--- src/hdl/dci_pkg.sv ---
/*
 * Shared constants and types of the dual-channel discrepancy input block.
 * Assumes a single 250 MHz clock and an AXI4-Lite register port.
 */
package dci_pkg;

    // ----------------------------------------------------------------
    // Geometry
    // ----------------------------------------------------------------
    localparam int NUM_CH   = 24;
    localparam int NUM_PAIR = 12;
    localparam int PAIR_OFS = 12;
    localparam int DTIME_W  = 16;
    localparam int ADDR_W   = 8;

    // ----------------------------------------------------------------
    // Register map (byte addresses)
    // ----------------------------------------------------------------
    localparam logic [ADDR_W-1:0] ADDR_CTRL  = 8'h00;
    localparam logic [ADDR_W-1:0] ADDR_PAIR  = 8'h04;
    localparam logic [ADDR_W-1:0] ADDR_BEHAV = 8'h08;
    localparam logic [ADDR_W-1:0] ADDR_DTIME = 8'h0C;
    localparam logic [ADDR_W-1:0] ADDR_IMAGE = 8'h10;
    localparam logic [ADDR_W-1:0] ADDR_ERR   = 8'h14;
    localparam logic [ADDR_W-1:0] ADDR_ISTAT = 8'h18;
    localparam logic [ADDR_W-1:0] ADDR_IMASK = 8'h1C;
    localparam logic [ADDR_W-1:0] ADDR_DIAG  = 8'h20;

    // ----------------------------------------------------------------
    // Fields and reset values
    // ----------------------------------------------------------------
    localparam int CTRL_SAFE_BIT  = 0;
    localparam int DIAG_CNT_LSB   = 8;
    localparam int DIAG_VALID_BIT = 31;
    localparam logic                CTRL_SAFE_RST = 1'b0;
    localparam logic [NUM_PAIR-1:0] PAIR_RST      = 12'h000;
    localparam logic [NUM_PAIR-1:0] BEHAV_RST     = 12'h000;
    localparam logic [DTIME_W-1:0]  DTIME_RST     = 16'h000A;
    localparam logic [NUM_PAIR-1:0] IMASK_RST     = 12'h000;

    localparam logic [1:0] RESP_OKAY   = 2'h0;
    localparam logic [1:0] RESP_SLVERR = 2'h2;

    // ----------------------------------------------------------------
    // Timing: discrepancy time counts in 1 ms ticks
    // ----------------------------------------------------------------
    localparam int CLK_PERIOD_NS = 4;
    localparam int DISC_TICK_NS  = 1000000;
    localparam int DISC_TICK_CYC = DISC_TICK_NS / CLK_PERIOD_NS;

    typedef enum logic [1:0] {
        PS_AGREE,
        PS_DISC,
        PS_ERROR
    } dci_pair_state_t;

endpackage

--- src/hdl/dci_input_eval.sv ---
/*
 * 24-channel fail-safe digital input evaluation with AXI4-Lite registers.
 * Assumes input pins are asynchronous levels and one 250 MHz clock;
 * the safety controller reads the input image over the register port.
 */
// Design decisions made here: the address map and the AXI4-Lite register port.
`timescale 1ns/10ps

//Contract
//- In safety mode, compare each dual-voted pair and check any mismatch.
//- Mismatch still present at timer expiry forces the pair's result to 0.
//- Timer expiry records a diagnostic entry naming the faulty channel.
//- While the timer runs, inputs count as valid and no error arises.
//- A setting selects last-valid or zero output during discrepancy.
//- Last-valid mode holds the pre-mismatch value until agree or error.
//- Zero mode reports 0 at once when a mismatch is seen.
//- Single or dual evaluation is chosen separately per channel pair.
//- Pair n with n+12; voted result only at image bit n.
//- Single evaluation reports each channel at its own image bit.
//- Configuration may change at run time only in standard mode.
//- Evaluate 24 input channels as two groups of twelve.
//- Group fault indicator lights whenever any error is present.
//- Safety-mode indicator shows when the unit is in safety mode.
//- One status indicator per channel follows its input state.
module dci_input_eval
    import dci_pkg::*;
#(
    parameter int TICK_CYCLES = DISC_TICK_CYC
)
(
    input  wire logic              aclk,
    input  wire logic              aresetn,
    input  wire logic [ADDR_W-1:0] s_axi_awaddr,
    input  wire logic              s_axi_awvalid,
    output logic                   s_axi_awready,
    input  wire logic [31:0]       s_axi_wdata,
    input  wire logic [3:0]        s_axi_wstrb,
    input  wire logic              s_axi_wvalid,
    output logic                   s_axi_wready,
    output logic [1:0]             s_axi_bresp,
    output logic                   s_axi_bvalid,
    input  wire logic              s_axi_bready,
    input  wire logic [ADDR_W-1:0] s_axi_araddr,
    input  wire logic              s_axi_arvalid,
    output logic                   s_axi_arready,
    output logic [31:0]            s_axi_rdata,
    output logic [1:0]             s_axi_rresp,
    output logic                   s_axi_rvalid,
    input  wire logic              s_axi_rready,
    input  wire logic [NUM_CH-1:0] din,
    output logic [NUM_CH-1:0]      in_image,
    output logic [NUM_CH-1:0]      led_chan,
    output logic                   led_fault,
    output logic                   led_safe,
    output logic                   irq
);
    if (TICK_CYCLES < 1)
    begin : g_bad_tick
        $error("TICK_CYCLES must be at least 1");
    end

    logic [NUM_CH-1:0]   din_s;
    logic                safe_r;
    logic [NUM_PAIR-1:0] pair_r;
    logic [NUM_PAIR-1:0] behav_r;
    logic [DTIME_W-1:0]  dtime_r;
    logic [NUM_PAIR-1:0] imask_r;
    logic [NUM_PAIR-1:0] istat_r;
    logic [NUM_PAIR-1:0] istat_nxt;
    logic [4:0]          diag_ch_r;
    logic [7:0]          diag_cnt_r;
    logic                diag_valid_r;
    logic [31:0]         tick_cnt_r;
    logic                tick;
    logic [NUM_PAIR-1:0] vote;
    logic [NUM_PAIR-1:0] err;
    logic [NUM_PAIR-1:0] expire;
    logic [NUM_PAIR-1:0] ack;
    logic [NUM_CH-1:0]   image_nxt;

    logic              aw_hold_r;
    logic              w_hold_r;
    logic [ADDR_W-1:0] awaddr_r;
    logic [31:0]       wdata_r;
    logic [3:0]        wstrb_r;
    logic              do_wr;
    logic [31:0]       wmask;
    logic [31:0]       wval;
    logic              rd_take;
    logic [31:0]       rd_mux;
    logic              rd_hit;
    logic              wr_hit;

    // ----------------------------------------------------------------
    // Input synchronisation and millisecond tick
    // ----------------------------------------------------------------
    dci_sync #(.WIDTH(NUM_CH)) u_sync (
        .aclk    (aclk),
        .aresetn (aresetn),
        .d_in    (din),
        .q_out   (din_s)
    );

    always_ff @(posedge aclk)
    begin
        if (!aresetn || tick)
            tick_cnt_r <= '0;
        else
            tick_cnt_r <= tick_cnt_r + 32'h00000001;
    end
    assign tick = (tick_cnt_r == 32'(TICK_CYCLES - 1));

    // ----------------------------------------------------------------
    // Per-pair evaluation
    // ----------------------------------------------------------------
    for (genvar n = 0; n < NUM_PAIR; n++)
    begin : g_pair
        dci_pair_vote u_pair (
            .aclk     (aclk),
            .aresetn  (aresetn),
            .in_left  (din_s[n]),
            .in_right (din_s[n+PAIR_OFS]),
            .active   (safe_r && pair_r[n]),
            .zero_beh (behav_r[n]),
            .dtime    (dtime_r),
            .tick     (tick),
            .ack      (ack[n]),
            .vote     (vote[n]),
            .err      (err[n]),
            .expire   (expire[n])
        );

        always_comb
        begin
            if (pair_r[n])
            begin
                // Voted result only at the left bit
                image_nxt[n]          = vote[n];
                image_nxt[n+PAIR_OFS] = 1'b0;
            end
            else
            begin
                image_nxt[n]          = din_s[n];
                image_nxt[n+PAIR_OFS] = din_s[n+PAIR_OFS];
            end
        end
    end

    always_ff @(posedge aclk)
    begin
        if (!aresetn)
        begin
            in_image  <= '0;
            led_chan  <= '0;
            led_fault <= 1'b0;
        end
        else
        begin
            in_image  <= image_nxt;
            led_chan  <= din_s;
            led_fault <= |err;
        end
    end
    assign led_safe = safe_r;

    // ----------------------------------------------------------------
    // Diagnostic buffer: lowest faulty channel of latest expiry
    // ----------------------------------------------------------------
    always_ff @(posedge aclk)
    begin
        if (!aresetn)
        begin
            diag_ch_r    <= '0;
            diag_cnt_r   <= '0;
            diag_valid_r <= 1'b0;
        end
        else if (|expire)
        begin
            diag_valid_r <= 1'b1;
            diag_cnt_r   <= diag_cnt_r + 8'h01;
            for (int i = NUM_PAIR - 1; i >= 0; i--)
                if (expire[i])
                    diag_ch_r <= 5'(i);
        end
    end

    // ----------------------------------------------------------------
    // Interrupt status, cleared by reading it
    // ----------------------------------------------------------------
    always_comb
    begin
        istat_nxt = istat_r;
        if (rd_take && s_axi_araddr == ADDR_ISTAT)
            istat_nxt = '0;
        // Event in the clearing cycle is kept
        istat_nxt = istat_nxt | expire;
    end

    always_ff @(posedge aclk)
    begin
        if (!aresetn)
            istat_r <= '0;
        else
            istat_r <= istat_nxt;
    end
    assign irq = |(istat_r & imask_r);

    // ----------------------------------------------------------------
    // AXI4-Lite write channel
    // ----------------------------------------------------------------
    assign s_axi_awready = !aw_hold_r;
    assign s_axi_wready  = !w_hold_r;
    assign do_wr         = aw_hold_r && w_hold_r && !s_axi_bvalid;

    always_ff @(posedge aclk)
    begin
        if (!aresetn)
        begin
            aw_hold_r <= 1'b0;
            w_hold_r  <= 1'b0;
            awaddr_r  <= '0;
            wdata_r   <= '0;
            wstrb_r   <= '0;
        end
        else
        begin
            if (s_axi_awvalid && s_axi_awready)
            begin
                aw_hold_r <= 1'b1;
                awaddr_r  <= s_axi_awaddr;
            end
            else if (do_wr)
                aw_hold_r <= 1'b0;
            if (s_axi_wvalid && s_axi_wready)
            begin
                w_hold_r <= 1'b1;
                wdata_r  <= s_axi_wdata;
                wstrb_r  <= s_axi_wstrb;
            end
            else if (do_wr)
                w_hold_r <= 1'b0;
        end
    end

    always_comb
    begin
        for (int b = 0; b < 4; b++)
            wmask[b*8 +: 8] = {8{wstrb_r[b]}};
        wval = wdata_r & wmask;
        case (awaddr_r)
            ADDR_CTRL, ADDR_PAIR, ADDR_BEHAV, ADDR_DTIME,
            ADDR_ERR, ADDR_IMASK: wr_hit = 1'b1;
            default:              wr_hit = 1'b0;
        endcase
    end

    always_ff @(posedge aclk)
    begin
        if (!aresetn)
        begin
            s_axi_bvalid <= 1'b0;
            s_axi_bresp  <= RESP_OKAY;
        end
        else if (do_wr)
        begin
            s_axi_bvalid <= 1'b1;
            s_axi_bresp  <= wr_hit ? RESP_OKAY : RESP_SLVERR;
        end
        else if (s_axi_bready)
            s_axi_bvalid <= 1'b0;
    end

    // Acknowledge pulse for latched discrepancy errors
    assign ack = (do_wr && awaddr_r == ADDR_ERR) ?
                 wval[NUM_PAIR-1:0] : '0;

    // ----------------------------------------------------------------
    // Control and configuration registers
    // ----------------------------------------------------------------
    always_ff @(posedge aclk)
    begin
        if (!aresetn)
        begin
            safe_r  <= CTRL_SAFE_RST;
            imask_r <= IMASK_RST;
        end
        else if (do_wr)
        begin
            if (awaddr_r == ADDR_CTRL && wstrb_r[0])
                safe_r <= wdata_r[CTRL_SAFE_BIT];
            if (awaddr_r == ADDR_IMASK)
                imask_r <= (imask_r & ~wmask[NUM_PAIR-1:0])
                           | wval[NUM_PAIR-1:0];
        end
    end

    // Locked in safety mode so a running vote never sees a change
    always_ff @(posedge aclk)
    begin
        if (!aresetn)
        begin
            pair_r  <= PAIR_RST;
            behav_r <= BEHAV_RST;
            dtime_r <= DTIME_RST;
        end
        else if (do_wr && !safe_r)
        begin
            if (awaddr_r == ADDR_PAIR)
                pair_r <= (pair_r & ~wmask[NUM_PAIR-1:0])
                          | wval[NUM_PAIR-1:0];
            if (awaddr_r == ADDR_BEHAV)
                behav_r <= (behav_r & ~wmask[NUM_PAIR-1:0])
                           | wval[NUM_PAIR-1:0];
            if (awaddr_r == ADDR_DTIME)
                dtime_r <= (dtime_r & ~wmask[DTIME_W-1:0])
                           | wval[DTIME_W-1:0];
        end
    end

    // ----------------------------------------------------------------
    // AXI4-Lite read channel
    // ----------------------------------------------------------------
    assign s_axi_arready = !s_axi_rvalid;
    assign rd_take       = s_axi_arvalid && s_axi_arready;

    always_comb
    begin
        rd_mux = '0;
        rd_hit = 1'b1;
        case (s_axi_araddr)
            ADDR_CTRL:  rd_mux[CTRL_SAFE_BIT]    = safe_r;
            ADDR_PAIR:  rd_mux[NUM_PAIR-1:0]     = pair_r;
            ADDR_BEHAV: rd_mux[NUM_PAIR-1:0]     = behav_r;
            ADDR_DTIME: rd_mux[DTIME_W-1:0]      = dtime_r;
            ADDR_IMAGE: rd_mux[NUM_CH-1:0]       = in_image;
            ADDR_ERR:   rd_mux[NUM_PAIR-1:0]     = err;
            ADDR_ISTAT: rd_mux[NUM_PAIR-1:0]     = istat_r;
            ADDR_IMASK: rd_mux[NUM_PAIR-1:0]     = imask_r;
            ADDR_DIAG:
            begin
                rd_mux[4:0]                      = diag_ch_r;
                rd_mux[DIAG_CNT_LSB +: 8]        = diag_cnt_r;
                rd_mux[DIAG_VALID_BIT]           = diag_valid_r;
            end
            default:    rd_hit                   = 1'b0;
        endcase
    end

    always_ff @(posedge aclk)
    begin
        if (!aresetn)
        begin
            s_axi_rvalid <= 1'b0;
            s_axi_rdata  <= '0;
            s_axi_rresp  <= RESP_OKAY;
        end
        else if (rd_take)
        begin
            s_axi_rvalid <= 1'b1;
            s_axi_rdata  <= rd_mux;
            s_axi_rresp  <= rd_hit ? RESP_OKAY : RESP_SLVERR;
        end
        else if (s_axi_rready)
            s_axi_rvalid <= 1'b0;
    end
endmodule // dci_input_eval

--- src/hdl/dci_pair_vote.sv ---
/*
 * Discrepancy check of one channel pair (left n, right n+12).
 * Assumes synchronised inputs and a one-cycle millisecond tick.
 */
`timescale 1ns/10ps
module dci_pair_vote
    import dci_pkg::*;
(
    input  wire logic               aclk,
    input  wire logic               aresetn,
    input  wire logic               in_left,
    input  wire logic               in_right,
    input  wire logic               active,
    input  wire logic               zero_beh,
    input  wire logic [DTIME_W-1:0] dtime,
    input  wire logic               tick,
    input  wire logic               ack,
    output logic                    vote,
    output logic                    err,
    output logic                    expire
);
    dci_pair_state_t    state_r;
    logic [DTIME_W-1:0] cnt_r;
    logic               last_r;
    logic               mism;
    logic               in_disc;

    assign mism    = in_left ^ in_right;
    assign err     = (state_r == PS_ERROR);
    assign in_disc = active && mism && (state_r != PS_ERROR);
    assign expire  = (state_r == PS_DISC) && in_disc && (cnt_r >= dtime);

    // ----------------------------------------------------------------
    // Pair state
    // ----------------------------------------------------------------
    always_ff @(posedge aclk)
    begin
        if (!aresetn)
        begin
            state_r <= PS_AGREE;
            cnt_r   <= '0;
        end
        else
        begin
            case (state_r)
                PS_AGREE:
                begin
                    cnt_r <= '0;
                    if (active && mism)
                        state_r <= PS_DISC;
                end
                PS_DISC:
                begin
                    if (!active || !mism)
                    begin
                        state_r <= PS_AGREE;
                        cnt_r   <= '0;
                    end
                    else if (expire)
                        state_r <= PS_ERROR;
                    else if (tick)
                        cnt_r <= cnt_r + 1'b1;
                end
                PS_ERROR:
                begin
                    // Ack during expiry cycle is lost: set wins
                    if (!mism && ack)
                        state_r <= PS_AGREE;
                end
                default: state_r <= PS_AGREE;
            endcase
        end
    end

    // Last value seen in PS_AGREE while both readings agreed
    always_ff @(posedge aclk)
    begin
        if (!aresetn)
            last_r <= 1'b0;
        else if (state_r == PS_AGREE && !mism)
            last_r <= in_left;
    end

    always_comb
    begin
        if (err)
            vote = 1'b0;
        else if (in_disc)
            vote = zero_beh ? 1'b0 : last_r;
        else
            vote = in_left & in_right;
    end
endmodule // dci_pair_vote

--- src/hdl/dci_sync.sv ---
/*
 * Two-flop synchroniser for a bus of independent level inputs.
 * Assumes each bit is a slow level; no word coherence is promised.
 */
`timescale 1ns/10ps
module dci_sync
#(
    parameter int WIDTH = 24
)
(
    input  wire logic             aclk,
    input  wire logic             aresetn,
    input  wire logic [WIDTH-1:0] d_in,
    output logic      [WIDTH-1:0] q_out
);
    logic [WIDTH-1:0] meta_r;

    always_ff @(posedge aclk)
    begin
        if (!aresetn)
        begin
            meta_r <= '0;
            q_out  <= '0;
        end
        else
        begin
            meta_r <= d_in;
            q_out  <= meta_r;
        end
    end
endmodule // dci_sync
--- config.mk ---
export PLATFORM = sky130hd
export DESIGN_NAME = dci_input_eval
export DESIGN_NICKNAME = d
export VERILOG_FILES = /design/src/hdl/dci_pkg.sv /design/src/hdl/dci_input_eval.sv /design/src/hdl/dci_pair_vote.sv /design/src/hdl/dci_sync.sv
export SDC_FILE = /design/constraint.sdc
export NUM_CORES = 1
export LEC_CHECK = 0
export BUFFER_PORTS_ARGS = -buffer_cell sky130_fd_sc_hd__buf_4
export CAP_MARGIN = 20
export CORE_MARGIN = 2
export CORE_UTILIZATION = 53
export DETAILED_ROUTE_END_ITERATION = 16
export PLACE_DENSITY = 0.81
export SLEW_MARGIN = 20
export SYNTH_ARGS = -nofsm -noshare
export SYNTH_HDL_FRONTEND = slang
export SYNTH_SLANG_ARGS = --single-unit
--- constraint.sdc ---
create_clock -name aclk -period 3.06 [get_ports aclk]
set_input_delay 0.153 -clock aclk [delete_from_list [all_inputs] [get_ports aclk]]
set_output_delay 0.153 -clock aclk [all_outputs]
set_load 0.005 [all_outputs]
==> impl_results.md <==
- CP max stage cell: sky130_fd_sc_hd__a2111o_1
- Commonest cells post-synth: sky130_fd_sc_hd__dfxtp_1, sky130_fd_sc_hd__nor2_1, sky130_fd_sc_hd__nand2_1, sky130_fd_sc_hd__a21oi_1, sky130_fd_sc_hd__ha_1
- Final period utilization: 102%
- Most numerous cell in the Yosys netlist: sky130_fd_sc_hd__dfxtp_1
- Final worst clock skew: approximately 22 ps
- Instance area at placement: 28100 um^2
- Number of stages on the worst hold path: 2
- Cell type contributing the most total cell area after synthesis: sky130_fd_sc_hd__dfxtp_1
- Share of synthesized area occupied by flip-flops and latches: between 30% and 40%
- Length of the first detailed-routing pass in iterations: 6
- Number of levels the H-tree was split into: 2
- Max Clk Rate: 322 MHz
- Final Max Slew Viols: 0
- Antenna violations before repair: 2
- Hold violation count in the final report: 0
- Run status: complete, but fails checks
- Crit end category: flip-flop
- Initial drt markers: 2383
- R2R setup slack: -50 ps
- Share of async-settable or async-resettable flops after synthesis: 0%
- Share of post-route cells with drive strength above 1: 19.7%
- Total power of the final layout: around 14 mW
- Initial core utilization: 53.4%
- Number of max-cap violations: 0
- Series of cell instances along the critical path: inv_2 -> ha_4 -> nand2b_4 -> a2111o_1 -> a311oi_2 -> a31oi_2 -> a211oi_2 -> buf_4 -> o211ai_1 -> buf_4 -> nor3_4 -> buf_4 -> buf_8 -> mux2i_1 -> nor2_1
- Hold Crit Start: aresetn
- Total of warnings raised by yosys: 0
- Dominant synthesized flop cell: sky130_fd_sc_hd__dfxtp_1
- Width of the die: 220 um
- Synth Instances: 2878
- Clock tree buffer depth: 3
- Total wire length after detailed routing: 85.8 mm
- CTS tree: yes
- Global-route usage over all layers: 34.3%
- Cell depth of the worst flop-to-flop path: 15
- Count of nets left with antenna violations after detail routing: 0
- Violated checks: negative setup slack
- Remaining global-route overflow: 0
- DRC errors left: 0
- Post-DR vias/cell: ~6.2
- Power per cell area: between 400 and 500 nW/um^2
- Leakage power total: 12.9 nW
- Height of the die: 220 um
- Wire length of the first global-routing pass: 130 mm
- Overall die area: 48400 um^2
- CP Buf/Inv Count: 5
- Number of buffers inserted during clock tree synthesis: 50
- Synth unique cells: 76
- RSZ-0062 raised after global routing: yes
- Top cells by area, synth: sky130_fd_sc_hd__dfxtp_1, sky130_fd_sc_hd__ha_1, sky130_fd_sc_hd__nor2_1, sky130_fd_sc_hd__a21oi_1, sky130_fd_sc_hd__nand2_1
- Pin count of the biggest net entering global routing: 77
- Shortest period the worst path allows: 3110 ps
- Vias in the first global route: 23.8k
- Flop and latch count out of synthesis: 492
- Top-level port count: ~180
- Critical path required time: 3550 ps
- Largest vdd supply drop: 0.526 mV
- Core area: 46400 um^2
- Half-perimeter wire length after placement: ~60 mm
- Endpoint of the most critical register-to-register path: diag_cnt_r[1]
- Cell type with the highest occurrence count on the critical path: sky130_fd_sc_hd__buf_4
- Synthesized cell area: 24700 um^2
- Number of synthesized flops with an enable pin: 0
- Total setup violations reported at the end of the flow: 3
- Via count: 24.4k
- Final worst slack: -48.4 ps
- Clock root buffer: sky130_fd_sc_hd__clkbuf_16
- Total number of placement rows: 79
- Worst slew pin tran: 1070 ps
- Largest stage delay, worst path: 420 ps
- Startpoint type of the worst setup path: flip-flop
- Post-layout instance area: 31300 um^2
- Category of the most critical setup path: reg -> reg
- Relative slew slack: 28.8%
- Syn Area/Cell: 8.60 um^2
- Origin of the critical flop-to-flop path: g_pair[9].u_pair.cnt_r[0]
- CP Data Arrival Time: 3600 ps
- Routed length per placed instance: between 20 and 25 um
- Layout Area Growth over Synthesis: 26.5%
- Count of input and output buffers: 147
- HP Class: in -> reg
- Fill cells: 3323
- Number of nets at the end of the flow: 3608
- Placer Congestion: 1.05
- Clk Latency, worst-skew pair: 620 ps
- Clk sink count: between 400 and 500
- Cell class contributing the biggest share of worst-path delay: compound AO/OA/AOI/OAI gates
- Critical path peak fanout: 7
- Top cell type's share of synthesized area: 39.8%
- Register clock-pin slew on the reported worst setup and hold paths: 70 ps
[cell type report]
cell class              count  area, um^2  share of cell area (%)
repair buffers            469        3820                    12.2
clock inverters            24         358                    1.14
clock buffers              66        1410                    4.51
flip-flops and latches    492        9870                    31.5
diodes                      1        2.50                 0.00799
inverters                  92         360                    1.15
multi-input cells        2202       14700                    47.0
well taps                 607         759                    2.43
[where the power goes]
group | internal, mW | switching (mW)
Combinational | 0.242 | 0.286
Clock | 3.93 | 2.74
Sequential | 6.49 | 0.0907
Total | 10.7 | 3.11
[how the worst max path moves through the flow]
stage                              start                   endpoint  depth (start not counted)
2_1_floorplan                  flip-flop  g_pair[3].u_pair.cnt_r[7]                         12
3_3_place_gp                   flip-flop              diag_cnt_r[1]                         14
3_5_place_dp                   flip-flop              diag_cnt_r[1]                         14
4_1_cts                        flip-flop              diag_cnt_r[1]                         15
5_1_grt                        flip-flop              diag_cnt_r[1]                         15
6_report       g_pair[9].u_pair.cnt_r[0]              diag_cnt_r[1]                         15
[logic make-up (layout without fill, tap and decap cells)]
family          Yosys count  count (layout)  share of synthesized area, %
other cells               1              10                        0.0152
compound gates          534             534                          13.5
buf+inv                 192             651                          3.11
xor+xnor                164             164                          5.81
mux                      68              68                          2.82
flops                   492             492                          39.8
simple gates           1209            1209                          23.9
fa+ha+maj               218             218                          11.0
[metal layers]
metal	track usage [%]	vias to the layer above	share of wire (%)
li1	-	11026	-
met1	42.5	11573	38
met2	54.7	1387	44
met3	6.78	405	9.8
met4	21.9	2	7.5
met5	0	-	0.021
[layout by cell type, fill, tap and decap left out, drive strengths merged, types with 55 or more instances in the layout]
cell         netlist  routed
dfxtp            492     492
buf               18     414
nor2             356     356
nand2            281     281
a21oi            226     226
ha               218     218
nand3            128     128
xor2             106     106
o21ai            102     102
inv               92      93
and2              85      85
nand4             73      73
clkbuf            82      66
xnor2             58      58
nor3              58      58
dlygate4sd3        0      55
[per-stage QoR]
| stage | TNS (ps) | hold WS (ps) | setup WS [ps] | utilization [%] | cells |
|---|---|---|---|---|---|
| floorplan | 0 | 252 | 47.7 | - | 2886 |
| global placement | -2750 | 344 | -235 | 60.6 | 3777 |
| detailed placement | -7680 | 341 | -351 | 60.6 | 3777 |
| CTS | -14.1 | 9.43 | -14.1 | 66.2 | 3936 |
| global route | -1100 | 53.3 | -125 | 67.5 | 3953 |
| finish | -92.1 | 56.9 | -48.4 | 67.5 | 3953 |
[what timing repair did]
| action | CTS | global route |
|---|---|---|
| setup endpoints to repair | 64 | 102 |
| pin swaps | 16 | 40 |
| resized for setup | 61 | 102 |
| hold endpoints to repair | 54 | 0 |
| hold buffers | 55 | 0 |
| gates cloned | 0 | 0 |
| setup buffers | 14 | 18 |
No activity file was read; power rests on OpenSTA's default activity.
